==> config.mk <==
export PLATFORM = sky130hd
export DESIGN_NAME = bdpr_top
export DESIGN_NICKNAME = d
export VERILOG_FILES = /design/src/design/bdpr_top.v
export VERILOG_INCLUDE_DIRS = /design/src /design/src/design
export SDC_FILE = /design/constraint.sdc
export NUM_CORES = 1
export LEC_CHECK = 0
export BUFFER_PORTS_ARGS = -buffer_cell sky130_fd_sc_hd__buf_2
export CAP_MARGIN = 20
export CORE_UTILIZATION = 45
export DETAILED_ROUTE_END_ITERATION = 16
export MAX_ROUTING_LAYER = met4
export PLACE_DENSITY = 0.73
export SLEW_MARGIN = 20
export SYNTH_ARGS = -nofsm -noshare
export SYNTH_HDL_FRONTEND = slang
export SYNTH_SLANG_ARGS = --single-unit
==> constraint.sdc <==
create_clock -name mclk -period 1.4 [get_ports mclk]
set_input_delay 0.14 -clock mclk [delete_from_list [all_inputs] [get_ports mclk]]
set_output_delay 0.14 -clock mclk [all_outputs]
set_load 0.01 [all_outputs]
==> src/design/bdpr_consts.vh <==
`ifndef BDPR_CONSTS_VH
`define BDPR_CONSTS_VH

// ****************************************
// Register map (byte addresses)
// ****************************************
`define BDPR_OFS_CTRL 12'h000
`define BDPR_OFS_STATUS 12'h004
`define BDPR_OFS_MASK 12'h008
`define BDPR_OFS_STATE 12'h00c

// ****************************************
// Control fields
// ****************************************
`define BDPR_CTRL_PRI_EN 0
`define BDPR_CTRL_SEC_EN 1
`define BDPR_CTRL_RST 2'h0

// ****************************************
// Status and mask fields
// ****************************************
`define BDPR_ST_PRI_MDPD 0
`define BDPR_ST_SEC_MDPD 1
`define BDPR_ST_PRI_PERR 2
`define BDPR_ST_SEC_PERR 3
`define BDPR_ST_W 4
`define BDPR_ST_RST 4'h0
`define BDPR_MASK_RST 4'h0

// ****************************************
// Transaction type codes
// ****************************************
`define BDPR_TYP_READ 2'h0
`define BDPR_TYP_PW 2'h1
`define BDPR_TYP_DW 2'h2

// ****************************************
// Sampling pipeline
// ****************************************
`define BDPR_SMP_W 6
`define BDPR_DLY_STAGES 5
`define BDPR_CLK_STAGES 3

`endif

==> src/design/bdpr_top.v <==
// How it works
// Primary master detect only on upstream transfers
// Primary master detect gated by primary enable
// Primary detect from pin or own check
// Secondary master detect only on downstream transfers
// Secondary master detect gated by secondary enable
// Secondary detect from pin or own check
// Primary pin only as write target/read initiator
// Primary pin asserted on primary parity error
// Downstream delayed write error relayed to primary
// Secondary pin only as write target/read initiator
// Secondary pin asserted on secondary parity error
// Upstream delayed write error relayed to secondary
// Primary pin low asserted, high idle
// Pins follow each bus clock's own edges
//
// Chosen here: the APB interface to the registers and the placing of the registers.
`include "bdpr_consts.vh"

module bdpr_top (
  input wire mclk,
  input wire rst_n,
  input wire psel,
  input wire penable,
  input wire pwrite,
  input wire [11:0] paddr,
  input wire [31:0] pwdata,
  output reg [31:0] prdata,
  output reg pready,
  output reg pslverr,
  input wire pri_bus_clk,
  input wire pri_data_phase,
  input wire pri_par_bad,
  input wire [1:0] pri_txn_type,
  input wire pri_txn_up,
  input wire primary_parity_err_n_i,
  output reg primary_parity_err_n_o,
  output reg primary_parity_err_n_oe,
  input wire sec_bus_clk,
  input wire sec_data_phase,
  input wire sec_par_bad,
  input wire [1:0] sec_txn_type,
  input wire sec_txn_up,
  input wire secondary_parity_err_n_i,
  output reg secondary_parity_err_n_o,
  output reg secondary_parity_err_n_oe,
  output reg irq
);

  localparam integer SW = `BDPR_SMP_W;
  localparam integer DW = `BDPR_SMP_W * `BDPR_DLY_STAGES;
  localparam integer CW = `BDPR_CLK_STAGES;
  // Quiet bus pattern, so no stale transfer type leaks out of reset
  localparam [SW-1:0] PIN_IDLE = {{(SW-1){1'b0}}, 1'b1};

  // ****************************************
  // Helpers
  // ****************************************
  // Bridge initiates on the primary bus for upstream, on secondary for downstream
  function initiator;
    input up;
    input is_pri;
    begin
      initiator = is_pri ? up : ~up;
    end
  endfunction

  // Delayed write decode
  function is_dw;
    input [1:0] typ;
    begin
      is_dw = (typ == `BDPR_TYP_DW);
    end
  endfunction

  // Rising edge of a sampled bus clock, read past the first stage
  function rise_of;
    input [CW-1:0] sh;
    begin
      rise_of = sh[1] & ~sh[2];
    end
  endfunction

  // Read initiator or write target may drive the pin
  function may_drive;
    input [1:0] typ;
    input up;
    input is_pri;
    begin
      if (initiator(up, is_pri)) begin
        may_drive = (typ == `BDPR_TYP_READ);
      end else begin
        may_drive = (typ != `BDPR_TYP_READ);
      end
    end
  endfunction

  // ****************************************
  // Bus clock and pin sampling
  // ****************************************
  reg [CW-1:0] pri_clk_reg;
  reg [CW-1:0] sec_clk_reg;
  reg [DW-1:0] pri_dly_reg;
  reg [DW-1:0] sec_dly_reg;
  wire [SW-1:0] pri_raw;
  wire [SW-1:0] sec_raw;
  wire [SW-1:0] pri_tap;
  wire [SW-1:0] sec_tap;
  wire pri_rise;
  wire sec_rise;

  assign pri_raw = {pri_data_phase, pri_par_bad, pri_txn_type, pri_txn_up,
                    primary_parity_err_n_i};
  assign sec_raw = {sec_data_phase, sec_par_bad, sec_txn_type, sec_txn_up,
                    secondary_parity_err_n_i};
  // Data path longer than clock path, so the tap shows values from before the edge
  assign pri_tap = pri_dly_reg[DW-1:DW-SW];
  assign sec_tap = sec_dly_reg[DW-1:DW-SW];
  assign pri_rise = rise_of(pri_clk_reg);
  assign sec_rise = rise_of(sec_clk_reg);

  always @(posedge mclk) begin
    if (!rst_n) begin
      pri_clk_reg <= {CW{1'b0}};
      pri_dly_reg <= {`BDPR_DLY_STAGES{PIN_IDLE}};
    end else begin
      pri_clk_reg <= {pri_clk_reg[CW-2:0], pri_bus_clk};
      pri_dly_reg <= {pri_dly_reg[DW-SW-1:0], pri_raw};
    end
  end

  always @(posedge mclk) begin
    if (!rst_n) begin
      sec_clk_reg <= {CW{1'b0}};
      sec_dly_reg <= {`BDPR_DLY_STAGES{PIN_IDLE}};
    end else begin
      sec_clk_reg <= {sec_clk_reg[CW-2:0], sec_bus_clk};
      sec_dly_reg <= {sec_dly_reg[DW-SW-1:0], sec_raw};
    end
  end

  wire p_ph;
  wire p_bad;
  wire [1:0] p_typ;
  wire p_up;
  wire p_perr_n;
  wire s_ph;
  wire s_bad;
  wire [1:0] s_typ;
  wire s_up;
  wire s_perr_n;

  assign p_ph = pri_tap[5];
  assign p_bad = pri_tap[4];
  assign p_typ = pri_tap[3:2];
  assign p_up = pri_tap[1];
  assign p_perr_n = pri_tap[0];
  assign s_ph = sec_tap[5];
  assign s_bad = sec_tap[4];
  assign s_typ = sec_tap[3:2];
  assign s_up = sec_tap[1];
  assign s_perr_n = sec_tap[0];

  // ****************************************
  // Registers
  // ****************************************
  reg [1:0] ctrl_reg;
  reg [`BDPR_ST_W-1:0] status_reg;
  reg [`BDPR_ST_W-1:0] status_next;
  reg [`BDPR_ST_W-1:0] mask_reg;
  reg pend_pri_reg;
  reg pend_sec_reg;
  wire en_p;
  wire en_s;

  assign en_p = ctrl_reg[`BDPR_CTRL_PRI_EN];
  assign en_s = ctrl_reg[`BDPR_CTRL_SEC_EN];

  // ****************************************
  // Decisions at each bus edge
  // ****************************************
  wire p_mdpd;
  wire s_mdpd;
  wire p_drive;
  wire s_drive;
  wire p_dw_down;
  wire s_dw_up;
  wire relay_to_pri;
  wire relay_to_sec;

  assign p_mdpd = pri_rise & p_ph & initiator(p_up, 1'b1)
                  & en_p
                  & (~p_perr_n | p_bad);
  assign s_mdpd = sec_rise & s_ph & initiator(s_up, 1'b0)
                  & en_s
                  & (~s_perr_n | s_bad);

  assign p_dw_down = ~p_up & is_dw(p_typ);
  assign s_dw_up = s_up & is_dw(s_typ);

  // Target pin seen during a delayed write completion on the far bus
  assign relay_to_pri = sec_rise & s_ph & ~s_up & is_dw(s_typ)
                        & ~s_perr_n & en_s & en_p;
  assign relay_to_sec = pri_rise & p_ph & p_up & is_dw(p_typ)
                        & ~p_perr_n & en_p & en_s;

  assign p_drive = en_p & p_ph
                   & ((may_drive(p_typ, p_up, 1'b1) & p_bad)
                      | (pend_pri_reg & p_dw_down));
  assign s_drive = en_s & s_ph
                   & ((may_drive(s_typ, s_up, 1'b0) & s_bad)
                      | (pend_sec_reg & s_dw_up));

  // Relay waits for the initiator's retry; a new relay beats the consume
  always @(posedge mclk) begin
    if (!rst_n) begin
      pend_pri_reg <= 1'b0;
      pend_sec_reg <= 1'b0;
    end else begin
      if (relay_to_pri) begin
        pend_pri_reg <= 1'b1;
      end else if (pri_rise & p_drive & p_dw_down) begin
        pend_pri_reg <= 1'b0;
      end
      if (relay_to_sec) begin
        pend_sec_reg <= 1'b1;
      end else if (sec_rise & s_drive & s_dw_up) begin
        pend_sec_reg <= 1'b0;
      end
    end
  end

  // ****************************************
  // Parity error pins
  // ****************************************
  // Low for one bus clock, then driven high one more clock before release
  always @(posedge mclk) begin
    if (!rst_n) begin
      primary_parity_err_n_o <= 1'b1;
      primary_parity_err_n_oe <= 1'b0;
    end else begin
      if (pri_rise) begin
        primary_parity_err_n_o <= ~p_drive;
        primary_parity_err_n_oe <= p_drive | ~primary_parity_err_n_o;
      end
    end
  end

  always @(posedge mclk) begin
    if (!rst_n) begin
      secondary_parity_err_n_o <= 1'b1;
      secondary_parity_err_n_oe <= 1'b0;
    end else begin
      if (sec_rise) begin
        secondary_parity_err_n_o <= ~s_drive;
        secondary_parity_err_n_oe <= s_drive | ~secondary_parity_err_n_o;
      end
    end
  end

  // ****************************************
  // APB slave
  // ****************************************
  wire acc;
  wire done;
  wire hit;
  wire st_rd_clr;
  wire [`BDPR_ST_W-1:0] st_set;
  reg [31:0] rd_mux;

  assign acc = psel & penable & ~pready;
  assign done = psel & penable & pready;
  assign hit = (paddr == `BDPR_OFS_CTRL) | (paddr == `BDPR_OFS_STATUS)
               | (paddr == `BDPR_OFS_MASK) | (paddr == `BDPR_OFS_STATE);
  assign st_rd_clr = done & ~pwrite & (paddr == `BDPR_OFS_STATUS);
  assign st_set = {sec_rise & s_drive, pri_rise & p_drive, s_mdpd, p_mdpd};

  always @* begin
    rd_mux = 32'h0000_0000;
    case (paddr)
      `BDPR_OFS_CTRL: begin
        rd_mux = {30'h0000_0000, ctrl_reg};
      end
      `BDPR_OFS_STATUS: begin
        rd_mux = {28'h000_0000, status_reg};
      end
      `BDPR_OFS_MASK: begin
        rd_mux = {28'h000_0000, mask_reg};
      end
      `BDPR_OFS_STATE: begin
        rd_mux = {26'h000_0000, pend_sec_reg, pend_pri_reg,
                  secondary_parity_err_n_oe, secondary_parity_err_n_o,
                  primary_parity_err_n_oe, primary_parity_err_n_o};
      end
      default: begin
        rd_mux = 32'h0000_0000;
      end
    endcase
  end

  // Events landing on the clearing read survive it
  always @* begin
    status_next = status_reg;
    if (st_rd_clr) begin
      status_next = {`BDPR_ST_W{1'b0}};
    end
    status_next = status_next | st_set;
  end

  // One wait state: prdata is loaded on the same edge that raises pready
  always @(posedge mclk) begin
    if (!rst_n) begin
      pready <= 1'b0;
      prdata <= 32'h0000_0000;
      pslverr <= 1'b0;
    end else begin
      pready <= acc;
      if (acc) begin
        prdata <= pwrite ? 32'h0000_0000 : rd_mux;
        pslverr <= ~hit;
      end else begin
        pslverr <= 1'b0;
      end
    end
  end

  always @(posedge mclk) begin
    if (!rst_n) begin
      ctrl_reg <= `BDPR_CTRL_RST;
      mask_reg <= `BDPR_MASK_RST;
      status_reg <= `BDPR_ST_RST;
      irq <= 1'b0;
    end else begin
      if (done & pwrite & (paddr == `BDPR_OFS_CTRL)) begin
        ctrl_reg <= pwdata[1:0];
      end
      if (done & pwrite & (paddr == `BDPR_OFS_MASK)) begin
        mask_reg <= pwdata[`BDPR_ST_W-1:0];
      end
      status_reg <= status_next;
      irq <= |(status_next & mask_reg);
    end
  end

endmodule // bdpr_top

==> impl_metrics.csv, run 1 <==
group,metric,value,unit
layout,nNetsFinal,455,
sta,slew_violations,0,
global_routing,antenna_found_initial,0,
sta,fin_ws,-0.0171,ns
layout,syn2layout_area_growth,21.2,%
floorplan,core-area,6870,um2
placement,hpwl,3.78,mm
layout,instances_no_fill,493,
worst_setup_path,crit_arrival,1.69,ns
logic_synthesis,synth_area_leader_cell,"dfxtp_1",
layout,layout_common_cells,"dfxtp_1 (85), and2_1 (56), buf_2 (47)",
drt,vias_per_cell,4.51,
job,cap_violations,0,
global_routing,busiest_layer,"met2",
logic_synthesis,synth_area,3250,um2
clock_network,cts_sinks,91,
global_routing,grt_first_pass_wirelength,8.62,mm
layout,final_common_cell,"dfxtp_1",
logic_synthesis,async_flop_share,0,%
logic_synthesis,synth_top_area_share,56.1,%
drt,via_count,2223,
layout,antenna_cells,0,
worst_setup_path,worstSetupEndpointType,"flop",
global_routing,grt_use_met3,3.60,%
outcome,violations,"negative setup slack",
global_routing,grt_use_total,15.3,%
global_routing,grt_pass1_vias,1984,
sta,hold_violations,0,
clock_network,root_buffer,"clkbuf_8",
global_routing,met1_usage,17.3,%
logic_synthesis,synth.distinct_cells,46,
clock_network,clk_pin_slew,0.08,ns
global_routing,met2_usage,25.0,%
logic_synthesis,ys_seq_elements,91,
pwr,p_leak,0.00169,uW
logic_synthesis,synth.avg_cell_area,10.2,um2
layout,drive_gt1_share,25.7,%
global_routing,grt_start_max_net_pins,44,
floorplan,core.rowCount,30,
floorplan,io_pins,102,
floorplan,fp.dieArea,7560,um2
worst_setup_path,start_kind,"flop",
sta,finalCritPeriodShare,101,%
floorplan,fp.dieH,87.0,um
drt,drt-total-wl,5.35,mm
placement,place_area,3540,um2
drt,post_drt_wl_per_cell,10.9,um
outcome,status,"complete, but fails checks",
layout,stdcell_area,3940,um2
worst_setup_path,worstSetupPathType,"reg -> reg",
drt,drc,0,
clock_network,numCtsBuffers,9,
pwr,pwr_density_cell,1130,nW/um2
clock_network,cts_tree,"done",
placement,portBuffers,47,
placement,gp_congestion,0.845,
floorplan,start_util,47.3,%
logic_synthesis,ys_seq_area_share,56.1,%
drt,first_pass_iters,4,
sta,rsz0062_at_grt,"true",
sta,finClkSkew,0.00983,ns
drt,initialDrtViolationCount,68,
logic_synthesis,syn_inst,320,
placement,dp.cells,462,
clock_network,htreeDepth,3,
logic_synthesis,ys_warn_count,0,
sta,fmax,706,MHz
worst_setup_path,path_max_fanout,3,
clock_network,clkLatencyLatePin,0.34,ns
sta,fin_crit,1.42,ns
sta,setup_viol,1,
logic_synthesis,synth_edf_count,0,
clock_network,clockBufferDepth,2,
worst_setup_path,cp.required,1.67,ns
logic_synthesis,synth_top_flop_cell,"dfxtp_1",
drt,ant_nets,0,
global_routing,overflow,0,
pwr,vdd_drop_max,0.741,mV
floorplan,die_width,87.0,um
logic_synthesis,ys_top_cells_by_area,"dfxtp_1 (56%), and2_1 (11%), buf_4 (6.2%)",
worst_hold_path,min_path_type,"in -> reg",
-- power by group --
part,leakage (uW),switching (uW),internal [uW]
sequential,0.000745,18.1,2650
clock,0.0000872,868,661
combinational,0.000854,125,123
-- layout make-up --
class	instances	area, um2
Fill cell	613	2930
Clock inverter	6	47.5
Multi-Input combinational cell	212	1320
Inverter	2	7.51
Timing Repair Buffer	76	488
Tap cell	96	120
Sequential cell	91	1830
Clock buffer	10	128
-- critical path, stage by stage (launching register included) --
cell and delay [ns]:
dfxtp_2 0.34, and2b_1 0.18, or4_1 0.46, o21a_1 0.12, nor3b_2 0.16, nand4b_1 0.10
-- metrics by stage --
step           util [%]  setup WS [ns]  setup TNS [ns]  power, uW  hold WS (ns)
6_report           57.3        -0.0171         -0.0171       4440        0.0591
5_1_grt            57.3        -0.0634         -0.0878       4670        0.0448
4_1_cts            56.6        0.00147               0       4510        0.0377
3_5_place_dp       51.6        -0.0873          -0.432       2940         0.330
3_3_place_gp       51.6        -0.0810          -0.153       2940         0.323
2_1_floorplan         -         0.0427               0       2920         0.241
-- timing repair --
action,in CTS,in global routing
buffers inserted,0,1
endpoints found under the hold margin,14,0
gates resized for setup,7,12
endpoints found under the setup margin,3,13
pin swaps,2,2
hold buffers,14,0
-- cell families after synthesis --
kind of cell	synth area share, %
and+or+nand+nor	26.2
DFF	56.1
buffers and inverters	8.28
AOI/OAI and AO/OA	6.55
muxes	2.81
other	0.115
-- synthesized netlist by cell type (4+ instances only) --
cell,count
nor2_1,15
clkbuf_1,10
o21ai_0,9
nand2_1,19
nand3_1,16
dfxtp_1,91
a21oi_1,11
and2_1,56
a22oi_1,4
nand2b_1,12
buf_4,27
-- worst paths after layout --
path	startpoint	cells past startpoint	slack, ns	to
worst max register to register	sec_dly_reg[28]	5	-0.02	irq
worst max-delay path	sec_dly_reg[28]	5	-0.02	irq
worst min-delay path	pwdata[2]	3	0.06	mask_reg[2]
worst min register to register	sec_dly_reg[6]	1	0.41	sec_dly_reg[12]
-- per-layer routing --
| metal | share of wire (%) | up-vias |
|---|---|---|
| met5 | 0 | - |
| met4 | 2.5 | 0 |
| met3 | 5.2 | 12 |
| met2 | 48 | 62 |
| met1 | 44 | 993 |
| li1 | - | 1156 |
(Power assumes the default switching activity.)
==> run 2, diff against run 1 <==
GPL_TIMING_DRIVEN = 0   (was not set)
TNS_END_PERCENT = 30   (was not set)
==> run 2 against run 1 <==
Against the previous run:
- the flow still finishes with violations (negative setup slack)
- wire length increased by 18%
- die area unchanged
- final cell count increased by 5.7%
- final area increased by 5.8%
- combinational power increased by 24%
- setup slack got worse by 0.013 ns
- critical endpoint unchanged
- critical path depth unchanged
- via count increased by 9.9%
- critical path type unchanged
- sequential share of layout area decreased by 2.4 points
- non-clock buffer count increased by 28
- core utilization increased by 3.4 points
==> impl_metrics.csv, run 2 (synthesis gave the netlist of run 1 again) <==
group,metric,value,unit
sta,fin_crit,1.43,ns
worst_hold_path,hold_depth,3,
floorplan,fp.dieArea,7560,um2
clock_network,numCtsBuffers,9,
global_routing,grt_pass1_vias,2186,
pwr,pwr_density_cell,1200,nW/um2
pwr,combPwrFrac,6.2,%
clock_network,htreeDepth,3,
sta,finClkSkew,0.00845,ns
floorplan,core.rowCount,30,
global_routing,grt_use_total,17.5,%
floorplan,start_util,47.3,%
worst_setup_path,start_kind,"flop",
sta,hold_ws,0.0327,ns
drt,initialDrtViolationCount,88,
drt,ant_nets,0,
layout,antenna_cells,0,
global_routing,antenna_found_initial,0,
pwr,netSwitchingPower,1100,uW
pwr,seqPwrFrac,53.5,%
floorplan,fp.dieH,87.0,um
layout,nNetsFinal,483,
layout,final_common_cell,"dfxtp_1",
layout,syn2layout_area_growth,28.3,%
clock_network,clkLatencyLatePin,0.36,ns
pwr,intPower,3880,uW
placement,portBuffers,44,
floorplan,core-area,6870,um2
pwr,vdd_drop_max,0.723,mV
sta,hold_violations,0,
sta,final.setup.tns,-0.0299,ns
global_routing,overflow,0,
worst_setup_path,r2r-start,"sec_dly_reg[28]",
sta,rsz0062_at_grt,"true",
sta,fin_ws,-0.0299,ns
clock_network,root_buffer,"clkbuf_8",
outcome,status,"complete, but fails checks",
floorplan,die_width,87.0,um
worst_setup_path,crit_start,"sec_dly_reg[28]",
drt,drt-total-wl,6.33,mm
global_routing,grt_start_max_net_pins,17,
worst_hold_path,min_from,"pwdata[3]",
drt,first_pass_iters,5,
drt,drc,0,
worst_setup_path,worstSetupPathType,"reg -> reg",
sta,slew_violations,0,
worst_setup_path,ff2ff_setup_slack,-0.03,ns
clock_network,clk_pin_slew,0.09,ns
job,cap_violations,0,
worst_hold_path,min_path_type,"in -> reg",
worst_hold_path,hold_path_end,"mask_reg[3]",
sta,finalCritPeriodShare,102,%
global_routing,grt_first_pass_wirelength,9.56,mm
worst_setup_path,r2r_end,"irq",
floorplan,io_pins,102,
outcome,violations,"negative setup slack",
layout,layout_common_cells,"dfxtp_1 (84), and2_1 (56), buf_2 (46)",
placement,hpwl,4.08,mm
worst_setup_path,path_max_fanout,3,
pwr,p_leak,0.00183,uW
placement,gp_congestion,0.906,
worst_setup_path,worstSetupEndpointType,"flop",
clock_network,cts_sinks,91,
sta,setup_viol,1,
clock_network,cts_tree,"done",
drt,via_count,2442,
pwr,p_clk_share,40.4,%
worst_setup_path,cp.required,1.70,ns
sta,fmax,699,MHz
worst_setup_path,reg2regPathDepth,5,
clock_network,clockBufferDepth,2,
drt,post_drt_wl_per_cell,12.1,um
drt,vias_per_cell,4.69,
layout,drive_gt1_share,28.0,%
worst_setup_path,crit_arrival,1.73,ns
pwr,p_sw_share,22.0,%
==> run 2: cell count changes in the layout (fill, tap and decap cells not counted), moves of 2 or more <==
cell,change
buf_4,+18
bufinv_16,+2
dfxtp_4,+2
clkbuf_1,+9
==> run 2: stage by stage <==
stage / utilization (%) / worst slack (ns) / area [um2] / std cells / power [uW]
after detailed placement: 53.6 / -0.154 / 3680 / 485 / 3000
after global routing: 60.7 / -0.0828 / 4170 / 521 / 5180
after global placement: 53.6 / -0.152 / 3680 / 485 / 2990
final: 60.7 / -0.0299 / 4170 / 521 / 4980
after floorplan: - / 0.0427 / 3340 / 345 / 2920
after CTS: 60.2 / -0.00148 / 4130 / 520 / 5020
==> run 2: critical path, cell delays in order, from the launching register on <==
cell	delay [ns]
dfxtp_2	0.35
and2b_1	0.20
or4_4	0.47
o21a_1	0.11
nor3b_4	0.14
nand4b_1	0.09
==> run 2: final cells by class <==
type | instances | area [um2]
Timing Repair Buffer | 64 | 405
Buffer | 40 | 262
Clock inverter | 6 | 95.1
Fill cell | 588 | 2700
Sequential cell | 91 | 1840
Clock buffer | 10 | 138
Inverter | 2 | 7.51
Tap cell | 96 | 120
Multi-Input combinational cell | 212 | 1310
==> run 2: how the worst max path moves through the flow <==
stage | cells past startpoint | end | slack (ns)
CTS | 5 | irq | -0.001
global placement | 5 | irq | -0.15
detailed placement | 4 | irq | -0.15
finish | 5 | irq | -0.03
floorplan | 5 | irq | 0.04
global route | 5 | irq | -0.08
==> run 2: layer usage <==
| layer | track usage [%] | wire [um] |
|---|---|---|
| met2 | 28.0 | 3100 |
| met1 | 18.2 | 2550 |
| met5 | - | 0 |
| met4 | 12.0 | 240 |
| met3 | 5.88 | 439 |
==> run 2: timing repair <==
action / 4_1_cts / 5_1_grt
pin swaps: 4 / 1
buffers inserted: 5 / 1
gates resized for setup: 13 / 6
hold buffers: 14 / 0
setup endpoints to repair: 3 / 9
hold endpoints to repair: 14 / 0
==> run 2: power by group through the flow <==
| stage | Sequential, uW | Combinational (uW) | Clock (uW) |
|---|---|---|---|
| 4_1_cts | 2660 | 303 | 2050 |
| 6_report | 2660 | 308 | 2010 |
| 2_1_floorplan | 2720 | 192 | 0 |
| 3_3_place_gp | 2720 | 266 | 0 |
| 5_1_grt | 2670 | 340 | 2170 |
| 3_5_place_dp | 2730 | 270 | 0 |
==> run 3, diff against run 2 <==
MAX_ROUTING_LAYER = not set   (was met4)
==> run 3 against run 2 <==
Against the previous run:
- the run still ends with negative setup slack left
- maximum frequency about the same
- final area unchanged
- count of clock-buffer cells in the layout unchanged
- via count increased by 0.86%
- clock power about the same
==> impl_metrics.csv, run 3 (synthesis gave the netlist of run 1 again) <==
group,metric,value,unit
outcome,violations,"negative setup slack",
global_routing,grt_pass1_vias,2190,
worst_setup_path,start_kind,"flop",
floorplan,io_pins,102,
drt,vias_per_cell,4.73,
sta,hold_ws,0.0209,ns
layout,instances_no_fill,521,
layout,antenna_cells,0,
layout,drive_gt1_share,28.0,%
sta,rsz0062_at_grt,"true",
worst_setup_path,r2r-start,"sec_dly_reg[28]",
sta,fmax,699,MHz
clock_network,clockBufferDepth,2,
sta,finClkSkew,0.00910,ns
pwr,p_leak,0.00183,uW
drt,first_pass_iters,4,
layout,utilization,60.7,%
sta,finalCritPeriodShare,102,%
worst_setup_path,worstSetupPathType,"reg -> reg",
placement,dp.cells,485,
drt,drt-total-wl,6.34,mm
floorplan,start_util,47.3,%
outcome,status,"complete, but fails checks",
sta,setup_viol,1,
layout,layout_common_cells,"dfxtp_1 (84), and2_1 (56), buf_2 (46)",
layout,nNetsFinal,483,
floorplan,core.rowCount,30,
worst_setup_path,ff2ff_setup_slack,-0.03,ns
clock_network,cts_sinks,91,
job,cap_violations,0,
drt,drc,0,
worst_setup_path,worstSetupEndpointType,"flop",
drt,ant_nets,0,
worst_hold_path,min_path_type,"in -> reg",
floorplan,fp.dieH,87.0,um
clock_network,root_buffer,"clkbuf_8",
worst_setup_path,path_max_fanout,3,
pwr,total_power,4980,uW
global_routing,grt_first_pass_wirelength,9.54,mm
floorplan,core-area,6870,um2
global_routing,grt_use_total,17.0,%
worst_setup_path,crit_start,"sec_dly_reg[28]",
sta,fin_crit,1.43,ns
floorplan,die_width,87.0,um
clock_network,clkLatencyLatePin,0.36,ns
worst_setup_path,cp.required,1.69,ns
layout,syn2layout_area_growth,28.3,%
drt,via_count,2463,
placement,portBuffers,44,
placement,hpwl,4.08,mm
drt,initialDrtViolationCount,90,
sta,slew_violations,0,
sta,hold_violations,0,
floorplan,fp.dieArea,7560,um2
clock_network,clk_pin_slew,0.09,ns
global_routing,grt_start_max_net_pins,17,
global_routing,overflow,0,
placement,gp_congestion,0.891,
clock_network,htreeDepth,3,
drt,post_drt_wl_per_cell,12.2,um
worst_setup_path,crit_arrival,1.73,ns
layout,final_common_cell,"dfxtp_1",
clock_network,numCtsBuffers,9,
worst_hold_path,min_from,"pwdata[3]",
sta,fin_ws,-0.0310,ns
global_routing,antenna_found_initial,0,
placement,dp_slack,-0.154,ns
clock_network,cts_tree,"done",
pwr,pwr_density_cell,1200,nW/um2
pwr,vdd_drop_max,0.724,mV
## run 3: cell counts in the layout (fill, tap and decap cells not counted)
Identical to the previous run, type by type.
## run 3: cell type report
| cell class | count | area, um2 |
|---|---|---|
| multi-input combinational | 212 | 1310 |
| clock inverter | 6 | 95.1 |
| inverter | 2 | 7.51 |
| fill | 588 | 2700 |
| timing repair buffer | 64 | 405 |
| sequential | 91 | 1840 |
| tap | 96 | 120 |
| clock buffer | 10 | 138 |
| buffer | 40 | 262 |
## run 3: where the power goes
group / total (uW) / leakage [uW] / internal (uW) / switching [uW]
clock: 2010 / 0.000117 / 1070 / 939
sequential: 2660 / 0.000746 / 2640 / 18.2
combinational: 308 / 0.000970 / 165 / 142
total: 4980 / 0.00183 / 3880 / 1100
## run 3: worst paths after layout
kind              depth (start not counted)               to
setup reg to reg                          5              irq
hold reg to reg                           1  sec_dly_reg[24]
hold / removal                            3      mask_reg[3]
setup / recovery                          5              irq
## run 3: through the flow
step                      instance area [um2]  setup TNS, ns
after CTS                                4130       -0.00148
after global routing                     4170         -0.216
after floorplan                          3340              0
after global placement                   3680         -0.277
after detailed placement                 3680         -0.590
final                                    4170        -0.0310
## run 3: routing by layer
metal | routed length, um | global-route usage (%)
met1 | 2570 | 18.0
met2 | 3050 | 28.2
met3 | 480 | 6.16
met4 | 241 | 12.0
met5 | 0 | 0
## run 3: timing repair
item | 4_1_cts | 5_1_grt
setup buffers | 5 | 1
endpoints found under the hold margin | 14 | 0
pin swaps | 4 | 1
resized for setup | 13 | 6
hold buffers | 14 | 0
setup endpoints to repair | 3 | 9
## run 3: worst max-delay path, stage by stage (launching register included)
cell	delay (ns)
dfxtp_2	0.35
and2b_1	0.20
or4_4	0.47
o21a_1	0.11
nor3b_4	0.14
nand4b_1	0.09
